--- src/hdl/fwpm_pkg.sv ---
// Constants and field layout of the fail-safe watchdog and power-mode block
`default_nettype none
package fwpm_pkg;
   // Register byte offsets on the Avalon-MM slave
   localparam logic [7:0] OFF_POWER_CONTROL_REG     = 8'h00;  // Power control register
   localparam logic [7:0] OFF_WD_CTRL  = 8'h04;  // Watchdog refresh/start/cause
   localparam logic [7:0] OFF_WD_REL   = 8'h08;  // Reload value and rate select
   localparam logic [7:0] OFF_WD_CNT   = 8'h0c;  // Live watchdog count, read only
   localparam logic [7:0] OFF_STATUS   = 8'h10;  // Power/supervisor state, read only
   // Power control field positions
   localparam int POWER_CONTROL_REG_IDLE_ARM  = 0;            // First idle step, pattern 01h
   localparam int POWER_CONTROL_REG_PD_ARM    = 1;            // First power-down step, pattern 02h
   localparam int POWER_CONTROL_REG_SLOW      = 4;            // Slow-down, set 10h, clear with 0EFh
   localparam int POWER_CONTROL_REG_IDLE_GO   = 5;            // Second idle step, pattern 20h
   localparam int POWER_CONTROL_REG_PD_GO     = 6;            // Second power-down step, pattern 40h
   localparam logic [7:0] POWER_CONTROL_REG_KEEP_MASK = 8'h9c; // Trigger bits are not stored
   localparam logic [7:0] POWER_CONTROL_REG_RESET     = 8'h00;
   // Watchdog control field positions
   localparam int WDC_REFRESH = 0;               // wd_refresh_bit, write only
   localparam int WDC_START   = 1;               // wd_start_bit, write only
   localparam int WDC_CAUSE   = 2;               // wd_reset_cause_flag, read only
   localparam int WDC_RUN     = 3;               // Running, read only
   localparam int WDR_RATE    = 7;               // Rate select in reload register
   localparam logic [6:0] WD_RELOAD_RESET = 7'h00;
   // Watchdog geometry and prescale
   localparam int WD_BITS     = 15;
   localparam int WD_REL_BITS = 7;
   localparam logic [7:0] PRE_DIV_FAST = 8'h0c;  // Oscillator / 12
   localparam logic [7:0] PRE_DIV_SLOW = 8'hc0;  // Oscillator / 192
   localparam logic [4:0] SLOW_DIV_LAST = 5'h1f; // Slow-down divides by 32
   localparam logic [3:0] WD_RST_CYCLES = 4'h8;  // Length of watchdog chip reset
   // Oscillator stabilisation time
   localparam int CLK_FREQ_KHZ = 25000;          // 25 MHz system clock
   localparam int STAB_TIME_US = 1000;           // Typically 1 ms
   localparam int STAB_CYCLES  = (STAB_TIME_US * CLK_FREQ_KHZ + 999) / 1000;
   // Oscillator supervisor states, Gray along hold, stabilise, run
   typedef enum logic [1:0] {
      SUP_HOLD = 2'b00,
      SUP_STAB = 2'b01,
      SUP_RUN  = 2'b11,
      SUP_SWPD = 2'b10
   } fwpm_sup_t;
endpackage
`default_nettype wire

--- src/hdl/fwpm_top.sv ---
// Watchdog timer, oscillator supervisor and power modes with Avalon-MM registers
//
// The register addresses and register access over Avalon-MM are this design's own decisions.
`default_nettype none
module fwpm_top #(
   parameter int STAB_CYC = fwpm_pkg::STAB_CYCLES  // Stabilisation count, shorten in simulation
) (
   input  wire logic        clock,                  // 25 MHz oscillator clock
   input  wire logic        arst_n,                 // External reset, asynchronous
   input  wire logic [7:0]  avs_address,            // Byte address
   input  wire logic        avs_read,
   input  wire logic        avs_write,
   input  wire logic [31:0] avs_writedata,
   input  wire logic [3:0]  avs_byteenable,
   output logic      [31:0] avs_readdata,
   output logic             avs_waitrequest,
   input  wire logic        wd_hw_start_pin,        // High starts the watchdog
   input  wire logic        main_osc_slow,          // Main oscillator below RC frequency
   input  wire logic        hw_powerdown_pin_n,     // Low enters hardware power-down
   input  wire logic        wake_pin_n,             // Low level wakes from software power-down
   input  wire logic        can_receive_wake_pin_n, // Second wake source, active low
   input  wire logic        periph_irq,             // Any peripheral interrupt, ends idle
   output logic             chip_reset,             // Internal chip reset request
   output logic             clk_sel_rc,             // Internal clock taken from RC
   output logic             main_osc_en,            // Main oscillator running
   output logic             rc_osc_en,              // RC oscillator running
   output logic             ports_float,            // Ports released in hardware power-down
   output logic             cpu_clk_en,             // CPU clock enable pulse
   output logic             periph_clk_en,          // Peripheral clock enable pulse
   output logic             wake_irq                // Wake-up interrupt, one cycle
);

   //////////////////////////////////////////////////////////////////////////////
   // State of the whole block in one record
   typedef struct packed {
      fwpm_pkg::fwpm_sup_t sup;        // Supervisor state
      logic [15:0]         stab_cnt;   // Stabilisation counter
      logic                wake;       // Stabilising after a software wake
      logic [7:0]          power_control_reg;       // Stored power control bits
      logic                idle_arm;   // First idle step seen
      logic                pd_arm;     // First power-down step seen
      logic                idle;       // Idle mode active
      logic                swpd;       // Software power-down requested
      logic [14:0]         wd_cnt;     // Watchdog counter
      logic                wd_run;     // Watchdog running
      logic                wd_armed;   // Refresh bit written by previous write
      logic [6:0]          wd_rel;     // Reload value
      logic                wd_rate;    // Selects the slow prescale
      logic                wd_cause;   // Watchdog reset seen since the last external reset
      logic [7:0]          wd_pre;     // Prescaler
      logic [3:0]          wd_rst;     // Watchdog reset cycles left
      logic [4:0]          div;        // Slow-down divider
      logic                ack;        // Bus answer phase
      logic [31:0]         rdata;      // Read data
      logic                wake_irq;   // Wake interrupt pulse
   } fwpm_state_t;

   fwpm_state_t s_ff;                  // Registered state
   fwpm_state_t nxt_s;                 // Next state

   //////////////////////////////////////////////////////////////////////////////
   // Decoded conditions shared by the next-state logic and the checks
   logic        osc_on;                // Oscillators powered
   logic        slow_tick;             // Slow-down divider lets this cycle through
   logic        per_en;                // Peripheral enable this cycle
   logic        wd_tick;               // Watchdog increments this cycle
   logic        wd_ovf;                // Watchdog overflows this cycle
   logic        wr_en;                 // Write taken this cycle
   logic [7:0]  wdat;                  // Low byte of write data
   logic        refresh_go;            // Second half of refresh sequence
   logic        start_req;             // Start requested by pin or software
   logic [7:0]  pre_lim;               // Prescale limit
   logic [31:0] rd_val;                // Read value by address
   logic        rst_c;                 // Combinational chip reset

   // Enables, bus qualification and read mux
   always_comb begin
      osc_on     = hw_powerdown_pin_n && (s_ff.sup != fwpm_pkg::SUP_SWPD);
      slow_tick  = !s_ff.power_control_reg[fwpm_pkg::POWER_CONTROL_REG_SLOW] || (s_ff.div == 5'h00);
      per_en     = (s_ff.sup == fwpm_pkg::SUP_RUN) && slow_tick;
      rst_c      = (s_ff.sup == fwpm_pkg::SUP_HOLD) || ((s_ff.sup == fwpm_pkg::SUP_STAB) && !s_ff.wake) ||
                   (s_ff.wd_rst != 4'h0) || !hw_powerdown_pin_n;
      pre_lim    = s_ff.wd_rate ? fwpm_pkg::PRE_DIV_SLOW : fwpm_pkg::PRE_DIV_FAST;
      // Frozen while idle or powered down: ticks need the CPU active
      wd_tick    = per_en && !s_ff.idle && !s_ff.swpd && s_ff.wd_run && !rst_c &&
                   (s_ff.wd_pre == pre_lim - 8'h01);
      wd_ovf     = wd_tick && (s_ff.wd_cnt == 15'h7fff);
      wr_en      = avs_write && s_ff.ack && avs_byteenable[0] && !rst_c;
      wdat       = avs_writedata[7:0];
      // The refresh bit alone does nothing; the start bit must follow at once
      refresh_go = wr_en && (avs_address == fwpm_pkg::OFF_WD_CTRL) && s_ff.wd_armed &&
                   wdat[fwpm_pkg::WDC_START];
      start_req  = !rst_c && (wd_hw_start_pin ||
                   (wr_en && (avs_address == fwpm_pkg::OFF_WD_CTRL) && wdat[fwpm_pkg::WDC_START]));
      // Address decode; unmapped offsets read as zero
      if (avs_address == fwpm_pkg::OFF_POWER_CONTROL_REG) begin
         rd_val = {24'h000000, s_ff.power_control_reg};
      end else if (avs_address == fwpm_pkg::OFF_WD_CTRL) begin
         rd_val = {28'h0000000, s_ff.wd_run, s_ff.wd_cause, 2'h0};
      end else if (avs_address == fwpm_pkg::OFF_WD_REL) begin
         rd_val = {24'h000000, s_ff.wd_rate, s_ff.wd_rel};
      end else if (avs_address == fwpm_pkg::OFF_WD_CNT) begin
         rd_val = {17'h00000, s_ff.wd_cnt};
      end else if (avs_address == fwpm_pkg::OFF_STATUS) begin
         rd_val = {26'h0000000, s_ff.wake, s_ff.sup, s_ff.power_control_reg[fwpm_pkg::POWER_CONTROL_REG_SLOW], s_ff.swpd, s_ff.idle};
      end else begin
         rd_val = 32'h00000000;
      end
   end

   //////////////////////////////////////////////////////////////////////////////
   // Next-state logic
   always_comb begin
      nxt_s          = s_ff;
      nxt_s.wake_irq = 1'b0;
      // Bus: one wait cycle, then the answer edge
      nxt_s.ack = (avs_read || avs_write) && !s_ff.ack;
      if (avs_read && !s_ff.ack) begin
         nxt_s.rdata = rd_val;
      end
      // Slow-down divider runs whenever the oscillator does
      if (osc_on) begin
         nxt_s.div = s_ff.div + 5'h01;
      end

      // Oscillator supervisor
      case (s_ff.sup)
         fwpm_pkg::SUP_HOLD: begin
            // Clocked from RC at power-on or after a failure
            nxt_s.stab_cnt = 16'h0000;
            nxt_s.wake     = 1'b0;
            if (hw_powerdown_pin_n && !main_osc_slow) begin
               nxt_s.sup = fwpm_pkg::SUP_STAB;
            end
         end
         fwpm_pkg::SUP_STAB: begin
            if (!hw_powerdown_pin_n || main_osc_slow) begin
               nxt_s.sup = fwpm_pkg::SUP_HOLD;
            end else if (s_ff.stab_cnt == 16'(STAB_CYC - 1)) begin
               nxt_s.sup      = fwpm_pkg::SUP_RUN;
               nxt_s.wake_irq = s_ff.wake;
               nxt_s.wake     = 1'b0;
            end else begin
               nxt_s.stab_cnt = s_ff.stab_cnt + 16'h0001;
            end
         end
         fwpm_pkg::SUP_RUN: begin
            nxt_s.stab_cnt = 16'h0000;
            if (!hw_powerdown_pin_n || main_osc_slow) begin
               nxt_s.sup = fwpm_pkg::SUP_HOLD;
            end else if (s_ff.swpd) begin
               nxt_s.sup = fwpm_pkg::SUP_SWPD;
            end
         end
         fwpm_pkg::SUP_SWPD: begin
            // Both oscillators stopped; a low wake level restarts them
            if (!hw_powerdown_pin_n) begin
               nxt_s.sup = fwpm_pkg::SUP_HOLD;
            end else if (!wake_pin_n || !can_receive_wake_pin_n) begin
               nxt_s.sup  = fwpm_pkg::SUP_STAB;
               nxt_s.wake = 1'b1;
               nxt_s.swpd = 1'b0;
            end
         end
         default: begin
            nxt_s.sup = fwpm_pkg::SUP_HOLD;
         end
      endcase

      // Idle ends on any peripheral interrupt
      if (periph_irq) begin
         nxt_s.idle = 1'b0;
      end

      // Watchdog prescaler and counter
      if (per_en && !s_ff.idle && !s_ff.swpd && s_ff.wd_run) begin
         nxt_s.wd_pre = (s_ff.wd_pre == pre_lim - 8'h01) ? 8'h00 : s_ff.wd_pre + 8'h01;
      end
      if (wd_ovf) begin
         nxt_s.wd_cause = 1'b1;
         nxt_s.wd_rst   = fwpm_pkg::WD_RST_CYCLES;
      end else if (wd_tick) begin
         nxt_s.wd_cnt = s_ff.wd_cnt + 15'h0001;
      end else if (s_ff.wd_rst != 4'h0) begin
         nxt_s.wd_rst = s_ff.wd_rst - 4'h1;
      end
      // Software has no path that clears the run bit
      if (start_req && !wd_ovf) begin
         nxt_s.wd_run = 1'b1;
      end
      if (refresh_go && !wd_ovf) begin
         // Reload wins over a same-cycle tick; low bits restart from zero
         nxt_s.wd_cnt = {s_ff.wd_rel, 8'h00};
         nxt_s.wd_pre = 8'h00;
      end

      // Register writes
      if (wr_en) begin
         nxt_s.wd_armed = 1'b0;
         if (avs_address == fwpm_pkg::OFF_POWER_CONTROL_REG) begin
            nxt_s.power_control_reg     = wdat & fwpm_pkg::POWER_CONTROL_REG_KEEP_MASK;
            nxt_s.idle_arm = wdat[fwpm_pkg::POWER_CONTROL_REG_IDLE_ARM] && !wdat[fwpm_pkg::POWER_CONTROL_REG_IDLE_GO];
            nxt_s.pd_arm   = wdat[fwpm_pkg::POWER_CONTROL_REG_PD_ARM] && !wdat[fwpm_pkg::POWER_CONTROL_REG_PD_GO];
            if (s_ff.idle_arm && wdat[fwpm_pkg::POWER_CONTROL_REG_IDLE_GO]) begin
               nxt_s.idle = 1'b1;
            end
            if (s_ff.pd_arm && wdat[fwpm_pkg::POWER_CONTROL_REG_PD_GO]) begin
               nxt_s.swpd = 1'b1;
            end
         end else begin
            nxt_s.idle_arm = 1'b0;
            nxt_s.pd_arm   = 1'b0;
            if (avs_address == fwpm_pkg::OFF_WD_CTRL) begin
               nxt_s.wd_armed = wdat[fwpm_pkg::WDC_REFRESH];
            end else if (avs_address == fwpm_pkg::OFF_WD_REL) begin
               nxt_s.wd_rel  = wdat[6:0];
               nxt_s.wd_rate = wdat[fwpm_pkg::WDR_RATE];
            end
         end
      end

      // Internal reset: power modes return to default, watchdog stops cleared
      if (rst_c) begin
         nxt_s.power_control_reg     = fwpm_pkg::POWER_CONTROL_REG_RESET;
         nxt_s.idle     = 1'b0;
         nxt_s.swpd     = 1'b0;
         nxt_s.idle_arm = 1'b0;
         nxt_s.pd_arm   = 1'b0;
         nxt_s.wd_cnt   = 15'h0000;
         nxt_s.wd_pre   = 8'h00;
         nxt_s.wd_run   = 1'b0;
         nxt_s.wd_armed = 1'b0;
      end
   end

   //////////////////////////////////////////////////////////////////////////////
   // State register; external reset also clears the watchdog cause flag
   always_ff @(posedge clock or negedge arst_n) begin
      if (!arst_n) begin
         s_ff <= '{sup: fwpm_pkg::SUP_HOLD, power_control_reg: fwpm_pkg::POWER_CONTROL_REG_RESET, wd_rel: fwpm_pkg::WD_RELOAD_RESET,
                   default: '0};
      end else begin
         s_ff <= nxt_s;
      end
   end

   //////////////////////////////////////////////////////////////////////////////
   // Outputs
   always_comb begin
      avs_waitrequest = (avs_read || avs_write) && !s_ff.ack;
      avs_readdata    = s_ff.rdata;
      chip_reset      = rst_c;
      clk_sel_rc      = (s_ff.sup == fwpm_pkg::SUP_HOLD);
      main_osc_en     = osc_on;
      rc_osc_en       = osc_on;
      ports_float     = !hw_powerdown_pin_n;
      periph_clk_en   = per_en;
      cpu_clk_en      = per_en && !s_ff.idle && !rst_c;
      wake_irq        = s_ff.wake_irq;
   end

   //////////////////////////////////////////////////////////////////////////////
   // Checks
   localparam int STAB_LAST = STAB_CYC - 1;
endmodule
`default_nettype wire

--- config.mk ---
export PLATFORM = sky130hd
export DESIGN_NAME = fwpm_top
export DESIGN_NICKNAME = d
export VERILOG_FILES = /design/src/hdl/fwpm_pkg.sv /design/src/hdl/fwpm_top.sv
export SDC_FILE = /design/constraint.sdc
export NUM_CORES = 1
export LEC_CHECK = 0
export BUFFER_PORTS_ARGS = -buffer_cell sky130_fd_sc_hd__buf_2
export CORE_MARGIN = 1
export CORE_UTILIZATION = 50
export CTS_BUF_LIST = sky130_fd_sc_hd__clkbuf_4 sky130_fd_sc_hd__clkbuf_8 sky130_fd_sc_hd__clkbuf_16
export DETAILED_ROUTE_END_ITERATION = 7
export GPL_TIMING_DRIVEN = 0
export PLACE_DENSITY = 0.77
export SYNTH_ARGS = -nofsm -noshare
export SYNTH_HDL_FRONTEND = slang
export SYNTH_SLANG_ARGS = --single-unit
--- constraint.sdc ---
create_clock -name clock -period 4.4 [get_ports clock]
set_input_delay 0.88 -clock clock [delete_from_list [all_inputs] [get_ports clock]]
set_output_delay 0.88 -clock clock [all_outputs]
set_load 0.02 [all_outputs]
==> results.sh <==
export IMPL_last_weighted_congestion_value_of_the_routability_driven_placer=0.9622
export IMPL_synth_top_family_by_area="simple AND/OR/NAND/NOR gates"
export IMPL_gr_total_overflow=0
export IMPL_clk_root_buffer_cell="clkbuf_8"
export IMPL_wl_met1_um=5071
export IMPL_postRouteAntennaNets=0
export IMPL_layout_drive_gt1_share_pct=20.00
export IMPL_count_of_port_buffers_added_during_placement=50
export IMPL_commonest_cells_after_routing_fill_and_taps_aside="87 x dfrtp_1, 60 x nand2_1, 51 x buf_2, 45 x o21ai_0, 41 x nor2_1"
export IMPL_grt_first_pass_wirelength_um=18740
export IMPL_synth_async_reset_ratio_pct=100.0
export IMPL_ys_types=62
export IMPL_met2RoutedLength_um=5568
export IMPL_detailedRoute_firstPassIterationCount=5
export IMPL_grt_start_max_net_pins=61
export IMPL_finClkSkew_ns=0.009043
export IMPL_worst_r2r_endpoint="s_ff[52]$_DFFE_PN0P_"
export IMPL_htree_levels=3
export IMPL_signed_area_change_from_the_synthesized_netlist_to_the_final_layout_pct=15.11
export IMPL_antenna_found_initial=0
export IMPL_worst_setup_path_type="reg2out"
export IMPL_number_of_maximum_capacitance_violations=0
export IMPL_finalCritPeriodShare_pct=78.24
export IMPL_synth_adder_area_share_pct=2.738
export IMPL_irDropWorstVdd_mv=0.3902
export IMPL_outcome="completed"
export IMPL_met3_length_um=440
export IMPL_path_clk_slew_ns=0.09
export IMPL_grtUsageTotal_pct=23.17
export IMPL_drt_first_iter_violations=231
export IMPL_die_w_um=101.3
export IMPL_p_per_area_mw_per_mm2=366.6
export IMPL_place_hpwl_um=8526
export IMPL_timing_hold_violations_final=0
export IMPL_synthCells=533
export IMPL_cts_sink_count=87
export IMPL_sequential_area_share_after_synthesis_pct=44.12
export IMPL_unrepaired_setup_endpoints_after_global_routing="no"
export IMPL_routed_wirelength_um=11220
export IMPL_worst_pin_slew_ns=0.7053
export IMPL_avgRoutedWirePerCell_um=15.08
export IMPL_static_leakage_power_uw=0.002600
export IMPL_synth_area_per_cell_um2=9.258
export IMPL_timing_final_setup_violations=0
export IMPL_syn_cell_area_mm2=0.004935
export IMPL_worstRegToRegCells=8
export IMPL_post_cts_resized_instances=0
export IMPL_most_common_library_cell_in_the_layout_ignoring_fill_and_taps="dfrtp_1"
export IMPL_worstPathArrival_ns=2.56
export IMPL_worst_setup_path_end_kind="output pin"
export IMPL_multiplexer_share_of_the_synthesized_area_pct=3.245
export IMPL_worstSkewPairLatency_ns=0.35
export IMPL_post_route_cell_area_mm2=0.005680
export IMPL_post_synth_and_or_nand_nor_area_fraction_pct=23.17
export IMPL_ctsHoldBuffers=0
export IMPL_ff_latch_area_mm2=0.002177
export IMPL_ys_dominant_reg_cell="dfrtp_1"
export IMPL_remaining_drc_errors=0
export IMPL_fillerInstances=838
export IMPL_final_min_clock_period_ns=3.443
export IMPL_hold_class="in2async"
export IMPL_routed_via_count=4223
export IMPL_tritoncts="done"
export IMPL_report_final_slew_viol_count=0
export IMPL_design_die_area_mm2=0.01027
export IMPL_yosys_warnings=0
export IMPL_area_used_by_multi_input_combinational_logic_mm2=0.002416
export IMPL_synth_compound_area_share_pct=16.38
export IMPL_post_synth_xor_area_fraction_pct=2.130
export IMPL_highest_signal_layer_in_the_routed_design="met4"
export IMPL_critPathMaxFanout=10
export IMPL_ctsLongestPathBuffers=2
export IMPL_post_cts_buffers=0
export IMPL_die_height_um=101.3
export IMPL_timing_critical_path_required_ns=3.52
export IMPL_first_global_vias=3976
export IMPL_sum_neg_setup_slack_ns=0
export IMPL_crit_path_launch_type="flip-flop"
export IMPL_fp_row_count=35
export IMPL_num_io_pins=95
export IMPL_start_util_pct=52.41
export IMPL_final_nets=675
export IMPL_worst_slew_margin_relative_to_its_limit_pct=52.72
export IMPL_drt_vias_per_instance=5.676
export IMPL_timing_rr_start="s_ff[39]$_DFFE_PN0P_"
export IMPL_antennaDiodeCount=0
export IMPL_number_of_flops_mapped_to_enable_cells_by_yosys=0
export IMPL_dpl_cell_area_mm2=0.005436
export IMPL_cts_made_buffers=9
export IMPL_core_region_area_mm2=0.009415
export IMPL_synth_ff_latch_count=87
export IMPL_fmax_mhz=290.5
export IMPL_reg2reg_setup_slack_ns=1.56
[through the flow]
| step | worst slack, ns | std cells | total power, µW | util, % | hold slack (ns) |
|---|---|---|---|---|---|
| after detailed placement | 1.322 | 729 | 1428 | 57.74 | 0.4576 |
| after global routing | 0.7948 | 744 | 2199 | 60.33 | 0.4571 |
| final | 0.9574 | 744 | 2082 | 60.33 | 0.4430 |
| after floorplan | 1.281 | 549 | 1259 | - | 0.4354 |
| after global placement | 1.412 | 728 | 1395 | 57.42 | 0.4521 |
| after CTS | 0.9150 | 744 | 2091 | 60.33 | 0.4510 |
[cells by family after synthesis]
logic type,Yosys count
and+or+nand+nor,218
AOI/OAI and AO/OA,122
DFF,87
buffers and inverters,67
muxes,15
xor gates and xnor gates,12
adders and majority gates,11
other,1
[synthesized netlist by cell type, types with 3 or more instances]
library cell	number	share of area, %
nor2_1	41	3.1
nor2b_1	6	0.76
mux2_2	8	1.8
nand3_1	26	2.6
or3_1	5	0.63
a21oi_1	19	1.9
nor3b_1	6	0.91
o211ai_1	5	0.76
nand4b_1	4	0.71
ha_1	10	2.5
a21o_1	3	0.46
and3_1	5	0.63
o221ai_1	3	0.53
dfrtp_1	87	44
o21ai_1	4	0.41
a22o_1	13	2.3
nand4_1	16	2.0
and2_1	8	1.0
clkbuf_1	12	0.91
nor3_1	15	1.5
or4b_2	3	0.61
xnor2_1	6	1.1
a32oi_1	4	0.71
buf_4	33	5.0
xor2_1	6	1.1
a31oi_1	3	0.38
or2_2	3	0.38
nor4_1	4	0.51
nand2_1	60	4.6
o31ai_1	6	0.91
mux2i_1	7	1.4
o21ai_0	45	4.6
inv_1	17	1.3
nand2b_1	4	0.51
[area by class of cell]
| type | instances | area share, % |
|---|---|---|
| Buffer | 49 | 5.881 |
| Inverter | 18 | 1.189 |
| Clock buffer | 10 | 2.423 |
| Sequential cell | 87 | 38.33 |
| Multi-Input combinational cell | 395 | 42.53 |
| Tap cell | 129 | 2.841 |
| Clock inverter | 5 | 1.872 |
| Timing Repair Buffer | 51 | 4.934 |
[worst max-delay path, cell delays in order (launching register included)]
cell and delay (ns):
dfrtp_1 0.45, inv_1 0.12, ha_1 0.26, inv_1 0.13, o2111a_1 0.36, inv_1 0.24
clkbuf_1 0.39, buf_2 0.25
[per-layer routing]
metal / vias up / track usage, %
met2: 110 / 39.35
met4: 0 / 7.023
met1: 2060 / 30.54
met3: 13 / 3.727
met5: - / 0
li1: 2040 / -
[registers in the layout, indices dropped and copies added, names as in the netlist]
register,cells
avs_readdata,15
s_ff,71
wake_irq,1
[worst max path at each step]
| stage | cells past startpoint | from | to |
|---|---|---|---|
| finish | 7 | s_ff[107]$_DFFE_PN0P_ | chip_reset |
| global route | 7 | s_ff[39]$_DFFE_PN0P_ | chip_reset |
| CTS | 7 | s_ff[39]$_DFFE_PN0P_ | chip_reset |
| detailed placement | 7 | s_ff[39]$_DFFE_PN0P_ | chip_reset |
| global placement | 5 | hw_powerdown_pin_n | chip_reset |
| floorplan | 5 | s_ff[34]$_DFFE_PN0P_ | cpu_clk_en |
[power by group]
part           leakage (µW)  switching, µW  internal, µW
combinational       0.00128            353           170
clock              0.000119            276           390
sequential          0.00120           48.9           845
total               0.00260            678          1400
Power figures use the tool's default switching activity.
